File: src/verilog/wit_pkg.sv
package wit_pkg;

  // Register bus geometry.
  localparam int          AXI_AW       = 18;
  localparam logic [1:0]  RESP_OKAY    = 2'b00;
  localparam logic [1:0]  RESP_SLVERR  = 2'b10;

  // Register indices; the byte address is four times the index.
  localparam logic [15:0] IDX_CLK_SEL  = 16'hff42;
  localparam logic [15:0] IDX_MODE     = 16'hff4a;
  localparam logic [15:0] IDX_STATUS   = 16'hff50;
  localparam logic [15:0] IDX_IRQ_CLR  = 16'hff51;
  localparam logic [15:0] IDX_IRQ_EN   = 16'hff52;
  localparam logic [15:0] IDX_OSC_MODE = 16'hff53;

  // Reset values and writable bits.
  localparam logic [7:0]  CLK_SEL_RST  = 8'h00;
  localparam logic [7:0]  MODE_RST     = 8'h00;
  localparam logic [7:0]  CLK_SEL_WMSK = 8'hf7;
  localparam logic [7:0]  MODE_WMSK    = 8'h7f;

  // Clock-select fields.
  localparam int          CS_WDT_LSB   = 0;
  localparam int          CS_SRC_BIT   = 4;
  localparam int          CS_BUZ_LSB   = 5;
  localparam int          CS_BUZ_EN    = 7;

  // Mode-control fields.
  localparam int          MD_FAST      = 0;
  localparam int          MD_PRUN      = 1;
  localparam int          MD_CRUN      = 2;
  localparam int          MD_SET       = 3;
  localparam int          MD_INT_LSB   = 4;

  // Status, clear and enable bit positions.
  localparam int          ST_OVF       = 0;
  localparam int          ST_INT       = 1;

  // Divider exponents and counter widths.
  localparam int          MAIN_DIV_W   = 11;
  localparam int          PRESC_W      = 9;
  localparam int          CNT5_W       = 5;
  localparam logic [3:0]  WDT_LOG2_LO  = 4'h3;
  localparam logic [3:0]  WDT_LOG2_TOP = 4'hb;
  localparam logic [3:0]  WATCH_LOG2   = 4'h7;
  localparam logic [3:0]  BUZ_LOG2_LO  = 4'h9;
  localparam logic [3:0]  INT_LOG2_LO  = 4'h4;
  localparam logic [3:0]  FF_LOG2      = 4'h5;
  localparam logic [3:0]  PRESC_LOG2   = 4'h9;
  localparam logic [2:0]  INT_CODE_MAX = 3'h5;
  localparam logic [1:0]  BUZ_CODE_BAD = 2'h3;

endpackage : wit_pkg

File: src/verilog/wit_cnt_if.sv
`timescale 1ns/1ps
`default_nettype none
interface wit_cnt_if #(parameter int W = 8) ();
  logic         en;
  logic         clr;
  logic [W-1:0] cnt;
  modport ctl  (output en, output clr, input cnt);
  modport core (input en, input clr, output cnt);
endinterface : wit_cnt_if
`default_nettype wire

File: src/verilog/wit_div_counter.sv
`timescale 1ns/1ps
`default_nettype none
module wit_div_counter
(
  // Clock and reset
  input  wire logic aclk,
  input  wire logic aresetn,
  // Count control and value
  wit_cnt_if.core   bus
);
  import wit_pkg::*;

  // Clear dominates count so a stopped stage is zero one edge later.
  always_ff @(posedge aclk)
  begin
    if (!aresetn || bus.clr)
      bus.cnt <= '0;
    else if (bus.en)
      bus.cnt <= bus.cnt + 1'b1;
  end

endmodule : wit_div_counter
`default_nettype wire

File: src/verilog/wit_pow2_tick.sv
`timescale 1ns/1ps
`default_nettype none
module wit_pow2_tick #(parameter int W = 8)
(
  // Counter state
  input  wire logic [W-1:0] cnt,
  input  wire logic         step,
  // Selection
  input  wire logic [3:0]   log2n,
  input  wire logic         valid,
  // Result
  output logic              tick
);
  import wit_pkg::*;

  logic [W-1:0] mask;

  always_comb
  begin
    mask = '0;
    for (int i = 0; i < W; i++)
      mask[i] = (i < int'(log2n));
  end

  // The last step of every 2^n block of steps.
  assign tick = step && valid && ((cnt & mask) == mask);

endmodule : wit_pow2_tick
`default_nettype wire

File: src/verilog/wit_watch_timer.sv
`timescale 1ns/1ps
`default_nettype none
// Overview of operation
// - Watch overflow and prescaler interval run together, independently.
// - Watchdog count tick is main clock over 2^3..2^9, code 7 gives 2^11.
// - Watch source bit picks main clock over 2^7 or subsystem clock.
// - Buzzer off unless top bit set; 2^9, 2^10, 2^11; code 111 silent.
// - Main clock equals oscillator when bypass bit set, else half of it.
// - Fast-forward bit sets the flag every 2^5 instead of 2^14 or 2^13 periods.
// - Prescaler counts while its run bit is set, else stops and clears.
// - Five-bit counter counts while its run bit is set, else clears.
// - Set-time bit gives overflow after 2^14 or 2^13 watch periods.
// - Interval field gives 2^4..2^9 watch periods; codes 6 and 7 silent.
// - Watch clock is main over 2^7 or the subsystem oscillator.
// - Each watch overflow sets a sticky flag that software clears.
// - Each selected prescaler interval raises an interval request.
module wit_watch_timer
(
  // Clock and reset
  input  wire logic                        aclk,
  input  wire logic                        aresetn,
  // AXI4-Lite write address
  input  wire logic [wit_pkg::AXI_AW-1:0]  s_axi_awaddr,
  input  wire logic [2:0]                  s_axi_awprot,
  input  wire logic                        s_axi_awvalid,
  output logic                             s_axi_awready,
  // AXI4-Lite write data
  input  wire logic [31:0]                 s_axi_wdata,
  input  wire logic [3:0]                  s_axi_wstrb,
  input  wire logic                        s_axi_wvalid,
  output logic                             s_axi_wready,
  // AXI4-Lite write response
  output logic [1:0]                       s_axi_bresp,
  output logic                             s_axi_bvalid,
  input  wire logic                        s_axi_bready,
  // AXI4-Lite read address
  input  wire logic [wit_pkg::AXI_AW-1:0]  s_axi_araddr,
  input  wire logic [2:0]                  s_axi_arprot,
  input  wire logic                        s_axi_arvalid,
  output logic                             s_axi_arready,
  // AXI4-Lite read data
  output logic [31:0]                      s_axi_rdata,
  output logic [1:0]                       s_axi_rresp,
  output logic                             s_axi_rvalid,
  input  wire logic                        s_axi_rready,
  // Subsystem oscillator, one pulse per oscillator period
  input  wire logic                        sub_osc_tick,
  // Timer outputs
  output logic                             wdt_count_tick,
  output logic                             buzzer_out,
  output logic                             interval_pulse,
  output logic                             irq
);
  import wit_pkg::*;

  // Software-visible state.
  logic [7:0]              clk_sel;
  logic [7:0]              mode;
  logic [1:0]              irq_en;
  logic [1:0]              status;
  logic                    main_div_bypass;

  // Bus channel state, and the toggle that halves the main clock.
  logic                    aw_full;
  logic                    w_full;
  logic [AXI_AW-1:0]       aw_addr;
  logic [31:0]             w_data;
  logic [3:0]              w_strb;
  logic                    half;

  // Field views.
  wire logic [2:0] wdt_sel       = clk_sel[CS_WDT_LSB +: 3];
  wire logic       watch_src_sel = clk_sel[CS_SRC_BIT];
  wire logic [1:0] buz_lo        = clk_sel[CS_BUZ_LSB +: 2];
  wire logic       buzzer_enable = clk_sel[CS_BUZ_EN];
  wire logic       fast_fwd_sel  = mode[MD_FAST];
  wire logic       prescaler_run = mode[MD_PRUN];
  wire logic       counter5_run  = mode[MD_CRUN];
  wire logic       set_time_sel  = mode[MD_SET];
  wire logic [2:0] interval_sel  = mode[MD_INT_LSB +: 3];

  // The main clock steps every edge in bypass and every other edge
  // otherwise, so the watchdog, watch and buzzer taps below see the same main clock.
  wire logic main_tick = main_div_bypass || half;

  always_ff @(posedge aclk)
  begin
    if (!aresetn)
      half <= 1'b0;
    else
      half <= ~half;
  end

  // Main clock divider shared by watchdog, buzzer and watch source.
  wit_cnt_if #(.W(MAIN_DIV_W)) main_if ();
  assign main_if.en  = main_tick;
  assign main_if.clr = 1'b0;

  wit_div_counter u_main_div
  (
    .aclk    (aclk),
    .aresetn (aresetn),
    .bus     (main_if.core)
  );

  // Code 7 jumps to 2^11; the others step up from 2^3.
  wire logic [3:0] wdt_log2 = (wdt_sel == 3'h7) ? WDT_LOG2_TOP
                            : WDT_LOG2_LO + {1'b0, wdt_sel};
  logic            wdt_tick;

  wit_pow2_tick #(.W(MAIN_DIV_W)) u_wdt_tick
  (
    .cnt   (main_if.cnt),
    .step  (main_tick),
    .log2n (wdt_log2),
    .valid (1'b1),
    .tick  (wdt_tick)
  );

  logic            main_watch_tick;

  wit_pow2_tick #(.W(MAIN_DIV_W)) u_watch_main
  (
    .cnt   (main_if.cnt),
    .step  (main_tick),
    .log2n (WATCH_LOG2),
    .valid (1'b1),
    .tick  (main_watch_tick)
  );

  // Watch clock source.
  wire logic watch_tick = watch_src_sel ? sub_osc_tick : main_watch_tick;

  // Buzzer square wave: bit n-1 of the divider has period 2^n.
  wire logic [3:0] buz_log2 = BUZ_LOG2_LO + {2'b00, buz_lo};
  wire logic       buz_ok   = buzzer_enable && (buz_lo != BUZ_CODE_BAD);
  wire logic       buz_wave = main_if.cnt[buz_log2 - 4'h1];

  // Prescaler; a cleared run bit holds it at zero.
  wit_cnt_if #(.W(PRESC_W)) presc_if ();
  assign presc_if.en  = watch_tick && prescaler_run;
  assign presc_if.clr = !prescaler_run;

  wit_div_counter u_presc
  (
    .aclk    (aclk),
    .aresetn (aresetn),
    .bus     (presc_if.core)
  );

  logic            presc_carry;

  wit_pow2_tick #(.W(PRESC_W)) u_presc_carry
  (
    .cnt   (presc_if.cnt),
    .step  (presc_if.en),
    .log2n (PRESC_LOG2),
    .valid (1'b1),
    .tick  (presc_carry)
  );

  // Interval taps 2^4..2^9 run beside the watch chain.
  wire logic [3:0] int_log2 = INT_LOG2_LO + {1'b0, interval_sel};
  wire logic       int_ok   = interval_sel <= INT_CODE_MAX;
  logic            interval_tick;

  wit_pow2_tick #(.W(PRESC_W)) u_int_tick
  (
    .cnt   (presc_if.cnt),
    .step  (presc_if.en),
    .log2n (int_log2),
    .valid (int_ok),
    .tick  (interval_tick)
  );

  logic            ff_tick;

  wit_pow2_tick #(.W(PRESC_W)) u_ff_tick
  (
    .cnt   (presc_if.cnt),
    .step  (presc_if.en),
    .log2n (FF_LOG2),
    .valid (1'b1),
    .tick  (ff_tick)
  );

  // Five-bit counter takes the prescaler carry.
  wit_cnt_if #(.W(CNT5_W)) cnt5_if ();
  assign cnt5_if.en  = presc_carry && counter5_run;
  assign cnt5_if.clr = !counter5_run;

  wit_div_counter u_cnt5
  (
    .aclk    (aclk),
    .aresetn (aresetn),
    .bus     (cnt5_if.core)
  );

  // 2^9 x 32 = 2^14, or 2^9 x 16 = 2^13 periods.
  wire logic cnt5_last = set_time_sel ? (cnt5_if.cnt[3:0] == 4'hf)
                                      : (cnt5_if.cnt == 5'h1f);
  wire logic ovf_norm  = cnt5_if.en && cnt5_last;
  // Fast-forward still needs the counter enabled so both run bits
  // keep their meaning in either mode.
  wire logic ovf_event = fast_fwd_sel ? (ff_tick && counter5_run)
                                      : ovf_norm;

  // Registered timer outputs.
  always_ff @(posedge aclk)
  begin
    if (!aresetn)
    begin
      wdt_count_tick <= 1'b0;
      interval_pulse <= 1'b0;
      buzzer_out     <= 1'b0;
    end
    else
    begin
      wdt_count_tick <= wdt_tick;
      interval_pulse <= interval_tick;
      buzzer_out     <= buz_ok && buz_wave;
    end
  end

  // Write path: address and data are held until both have arrived.
  assign s_axi_awready = !aw_full && !s_axi_bvalid;
  assign s_axi_wready  = !w_full && !s_axi_bvalid;
  wire logic aw_take   = s_axi_awvalid && s_axi_awready;
  wire logic w_take    = s_axi_wvalid && s_axi_wready;
  wire logic wr_go     = aw_full && w_full && !s_axi_bvalid;

  wire logic [15:0] wr_idx    = aw_addr[AXI_AW-1:2];
  wire logic        wr_lane   = wr_go && w_strb[0];
  wire logic        wr_clksel = wr_idx == IDX_CLK_SEL;
  wire logic        wr_mode   = wr_idx == IDX_MODE;
  wire logic        wr_clr    = wr_idx == IDX_IRQ_CLR;
  wire logic        wr_en     = wr_idx == IDX_IRQ_EN;
  wire logic        wr_osc    = wr_idx == IDX_OSC_MODE;
  wire logic        wr_hit    = wr_clksel || wr_mode || wr_clr || wr_en
                              || wr_osc || (wr_idx == IDX_STATUS);

  always_ff @(posedge aclk)
  begin
    if (!aresetn)
    begin
      aw_full <= 1'b0;
      aw_addr <= '0;
    end
    else if (aw_take)
    begin
      aw_full <= 1'b1;
      aw_addr <= s_axi_awaddr;
    end
    else if (wr_go)
      aw_full <= 1'b0;
  end

  always_ff @(posedge aclk)
  begin
    if (!aresetn)
    begin
      w_full <= 1'b0;
      w_data <= '0;
      w_strb <= '0;
    end
    else if (w_take)
    begin
      w_full <= 1'b1;
      w_data <= s_axi_wdata;
      w_strb <= s_axi_wstrb;
    end
    else if (wr_go)
      w_full <= 1'b0;
  end

  always_ff @(posedge aclk)
  begin
    if (!aresetn)
    begin
      s_axi_bvalid <= 1'b0;
      s_axi_bresp  <= RESP_OKAY;
    end
    else if (wr_go)
    begin
      s_axi_bvalid <= 1'b1;
      s_axi_bresp  <= wr_hit ? RESP_OKAY : RESP_SLVERR;
    end
    else if (s_axi_bready)
      s_axi_bvalid <= 1'b0;
  end

  // A new clock selection applies at once; keeping the counters quiet
  // across it is the writer's job, not this logic's.
  always_ff @(posedge aclk)
  begin
    if (!aresetn)
    begin
      clk_sel         <= CLK_SEL_RST;
      mode            <= MODE_RST;
      irq_en          <= 2'h0;
      main_div_bypass <= 1'b0;
    end
    else if (wr_lane)
    begin
      if (wr_clksel)
        clk_sel <= w_data[7:0] & CLK_SEL_WMSK;
      if (wr_mode)
        mode <= w_data[7:0] & MODE_WMSK;
      if (wr_en)
        irq_en <= w_data[1:0];
      if (wr_osc)
        main_div_bypass <= w_data[0];
    end
  end

  // Sticky events; a set in the same cycle as its clear survives.
  wire logic [1:0] st_set = {interval_tick, ovf_event};
  wire logic [1:0] st_clr = (wr_lane && wr_clr) ? w_data[1:0] : 2'h0;

  always_ff @(posedge aclk)
  begin
    if (!aresetn)
      status <= 2'h0;
    else
      status <= (status & ~st_clr) | st_set;
  end

  assign irq = |(status & irq_en);

  // Read path: one word answered on the edge after the address.
  assign s_axi_arready = !s_axi_rvalid;
  wire logic        ar_take = s_axi_arvalid && s_axi_arready;
  wire logic [15:0] rd_idx  = s_axi_araddr[AXI_AW-1:2];
  wire logic        rd_hit  = (rd_idx == IDX_CLK_SEL) || (rd_idx == IDX_MODE)
                            || (rd_idx == IDX_STATUS) || (rd_idx == IDX_IRQ_CLR)
                            || (rd_idx == IDX_IRQ_EN)
                            || (rd_idx == IDX_OSC_MODE);
  wire logic [7:0]  rd_byte =
      (rd_idx == IDX_CLK_SEL)  ? clk_sel :
      (rd_idx == IDX_MODE)     ? mode :
      (rd_idx == IDX_STATUS)   ? {6'h00, status} :
      (rd_idx == IDX_IRQ_EN)   ? {6'h00, irq_en} :
      (rd_idx == IDX_OSC_MODE) ? {7'h00, main_div_bypass} : 8'h00;

  always_ff @(posedge aclk)
  begin
    if (!aresetn)
    begin
      s_axi_rvalid <= 1'b0;
      s_axi_rdata  <= 32'h0000_0000;
      s_axi_rresp  <= RESP_OKAY;
    end
    else if (ar_take)
    begin
      s_axi_rvalid <= 1'b1;
      s_axi_rdata  <= {24'h00_0000, rd_byte};
      s_axi_rresp  <= rd_hit ? RESP_OKAY : RESP_SLVERR;
    end
    else if (s_axi_rready)
      s_axi_rvalid <= 1'b0;
  end
endmodule : wit_watch_timer
`default_nettype wire

File: config.mk
export PLATFORM = sky130hd
export DESIGN_NAME = wit_watch_timer
export DESIGN_NICKNAME = d
export VERILOG_FILES = /design/src/verilog/wit_pkg.sv /design/src/verilog/wit_cnt_if.sv /design/src/verilog/wit_div_counter.sv /design/src/verilog/wit_pow2_tick.sv /design/src/verilog/wit_watch_timer.sv
export SDC_FILE = /design/constraint.sdc
export NUM_CORES = 1
export LEC_CHECK = 0
export BUFFER_PORTS_ARGS = -buffer_cell sky130_fd_sc_hd__clkbuf_2
export CORE_MARGIN = 8
export CORE_UTILIZATION = 46
export DETAILED_ROUTE_END_ITERATION = 10
export PLACE_DENSITY = 0.84
export SLEW_MARGIN = 5
export SYNTH_ARGS = -nofsm -noshare
export SYNTH_HDL_FRONTEND = slang
export SYNTH_SLANG_ARGS = --single-unit
export TNS_END_PERCENT = 100
File: constraint.sdc
create_clock -name aclk -period 1.65 [get_ports aclk]
set_input_delay 0.2475 -clock aclk [delete_from_list [all_inputs] [get_ports aclk]]
set_output_delay 0.2475 -clock aclk [all_outputs]
set_load 0.01 [all_outputs]
==> results.yml <==
detailed_routing:
  drt_iter0_markers: 240
  drc: 0
  postRouteWirelength_microns: 10700
  ant_nets: 0
  dr.pass1.iters: 4
  wire_per_inst_microns: 15.1
  dr_total_vias: 3843
  via_per_inst: 5.44
timing:
  setup_tns_ns: 0
  layout_setup_ws_ns: 0.0469
  tightest_slew_ns: 0.512
  post-route-period-util: 0.972
  period_needed_ns: 1.60
  final-hold-violation-count: 0
  slew_viol_final: 0
  finalSetupViolations: 0
  timing.fmax_mhz: 624
  skew_ns: 0.0162
  relSlewSlack: 0.658
run:
  drv_cap: 0
placement:
  port_buffers: 67
  preCtsSetupSlack_ns: -0.0270
  hpwl_microns: 8120
  place.gp.congestion: 0.854
  dp_cells: 690
cells_and_area:
  final_cells: 707
  final_cell_mix: "100 x nand2_1, 79 x dfxtp_1, 67 x clkbuf_2, 49 x a21oi_1, 36 x buf_4"
  multi_input_area_sq_mm: 0.00227
  final-seq-area_sq_mm: 0.00175
  area_delta_synth_final_pct: 21.2
  drive_gt1_frac: 0.260
  utilization: 0.578
  nFillCells: 765
  final_common_cell: "nand2_1"
  antenna_cells: 0
  nets: 688
setup_path:
  path_class: "flip-flop to flip-flop"
  worstPathCellList: "ha_4 -> o211a_4 -> a31oi_4 -> or4_4 -> a21oi_1"
  worst-path-max-fanout: 7
  critPathMaxStageDelay_ns: 0.56
  critPathRequiredTime_ns: 1.95
  critical_path.slowest_cell: "or4_4"
  critPathBufInv: 0
  critPathLaunchType: "flip-flop"
  crit_arrival_ns: 1.91
  crit_family: "simple AND/OR/NAND/NOR gates"
  critPathCaptureType: "flip-flop"
global_route:
  grt-ovfl-total: 0
  grt_pass1_vias: 3796
  antenna_found_initial: 0
  grt_use_total: 0.169
  grt_pass1_wl_microns: 17700
  grt_start_max_net_pins: 37
clocking:
  cts-root-buf: "clkbuf_8"
  cts_tree: "yes"
  insertion_delay_ns: 0.36
  htreeDepth: 3
  clock-sinks: 87
  cts_made_buffers: 9
  clk_path_buf_depth: 2
  clk_pin_slew_ns: 0.10
synth:
  seq_area_frac_synth: 0.417
  synth_compound_area_frac: 0.159
  yosys-mux-area-fraction: 0.0542
  ys_types: 58
  synth_edf_count: 0
  syn-cell-area_sq_mm: 0.00418
  async_flop_share: 0
  syn_inst: 499
  synth_top_flop_cell: "dfxtp_1"
  yosys.area_share.simple: 0.244
  synth_top_family_by_area: "simple AND/OR/NAND/NOR gates"
  ys.warnings.count: 0
  synth_adder_area_share: 0.0240
  synth_xor_area_frac: 0.0210
  syn-mean-instance-area_sq_um: 8.37
  yosys_register_bits: 87
run_status:
  outcome: "finished, final reports clean"
floorplanning:
  core.rowCount: 34
  die_h_microns: 111
  die_w_microns: 111
  die_area_sq_mm: 0.0124
  start_util: 0.476
  coreArea_sq_mm: 0.00876
  ios: 131
pwr:
  power_density_mw_per_mm2: 845
  p_leak_nw: 2.13
  total_power_mw: 4.28
  ir_worst_vdd_v: 0.000674
min_path:
  hold_path.class: "input port to flip-flop"
## where the power goes
part	switching, mW	total, mW	internal [mW]
registers	0.0475	2.20	2.16
clock network	0.810	1.73	0.918
logic	0.212	0.345	0.134
total	1.07	4.28	3.21
## worst reg2reg max path, cell delays in order, from the launching register on
cell	delay, ns
dfxtp_2	0.36
ha_4	0.14
o211a_4	0.20
a31oi_4	0.15
or4_4	0.56
a21oi_1	0.14
## layer usage
layer / up-vias / part of all wire / routed length, microns / GRT usage
li1: 1888 / - / - / -
met1: 1814 / 0.41 / 4420 / 0.197
met2: 119 / 0.49 / 5260 / 0.286
met3: 22 / 0.064 / 677 / 0.0373
met4: 0 / 0.028 / 301 / 0.0764
met5: - / 0 / 0 / 0
## sequential cells by signal (all words and copies together), names as in the netlist, 2 cells and up
| name | count |
|---|---|
| u_presc.bus.cnt | 9 |
| s_axi_rdata | 8 |
| irq_en | 2 |
| aw_addr | 16 |
| w_data | 8 |
| u_cnt5.bus.cnt | 5 |
| status | 2 |
| clk_sel | 7 |
| u_main_div.bus.cnt | 11 |
| mode | 7 |
## stage by stage
stage / hold WS (ns) / cell area, sq um
2_1_floorplan: 0.383 / 4280
3_3_place_gp: 0.439 / 4730
3_5_place_dp: 0.449 / 4730
4_1_cts: 0.0834 / 4980
5_1_grt: 0.0993 / 5060
6_report: 0.0959 / 5060
## final cells by class
cell class / instances / share of cell area
multi-input cells: 379 / 0.449
flip-flops and latches: 87 / 0.347
repair buffers: 104 / 0.122
clock buffers: 10 / 0.0272
well taps: 108 / 0.0267
clock inverters: 6 / 0.0193
inverters: 13 / 0.00964
## synthesized netlist by cell type (6+ instances only)
cell,number,area [sq um]
clkbuf_1,13,48.8
inv_1,12,45.0
xor2_1,7,61.3
nand4b_1,6,52.6
nor3_1,9,45.0
and3_1,6,37.5
nand2b_1,7,43.8
ha_1,8,100
nand2_1,100,375
nand4_1,9,56.3
a21oi_1,50,250
mux2i_1,17,170
dfxtp_1,87,1740
buf_4,26,195
o21ai_0,19,95.1
nor2_1,30,113
nand3_1,14,70.1
## logic make-up (layout without fill, tap and decap cells)
logic type / after synthesis / after routing
flip-flops: 87 / 87
XOR/XNOR: 10 / 10
multiplexers: 22 / 22
adder cells (fa/ha/maj): 8 / 8
AND/OR/NAND/NOR: 209 / 209
other: 1 / 26
buffers and inverters: 58 / 133
AO/OA/AOI/OAI: 104 / 104
## final timing paths
check / depth (start not counted) / from / slack, ns / to
worst min register to register: 2 / s_axi_rdata[7] / 0.47 / s_axi_rdata[7]
worst max-delay path: 5 / u_main_div.bus.cnt[0] / 0.05 / u_presc.bus.cnt[5]
worst max register to register: 5 / u_main_div.bus.cnt[0] / 0.05 / u_presc.bus.cnt[5]
worst min-delay path: 3 / s_axi_awaddr[3] / 0.1 / aw_addr[3]
## timing repair
| item | in CTS | in global routing |
|---|---|---|
| hold buffers | 0 | 0 |
| gates resized for setup | 4 | 21 |
| setup buffers | 0 | 1 |
| pin swaps | 1 | 9 |
| cloned | 0 | 0 |
| setup endpoints to repair | 5 | 9 |
No activity file was read; power rests on OpenSTA's default activity.
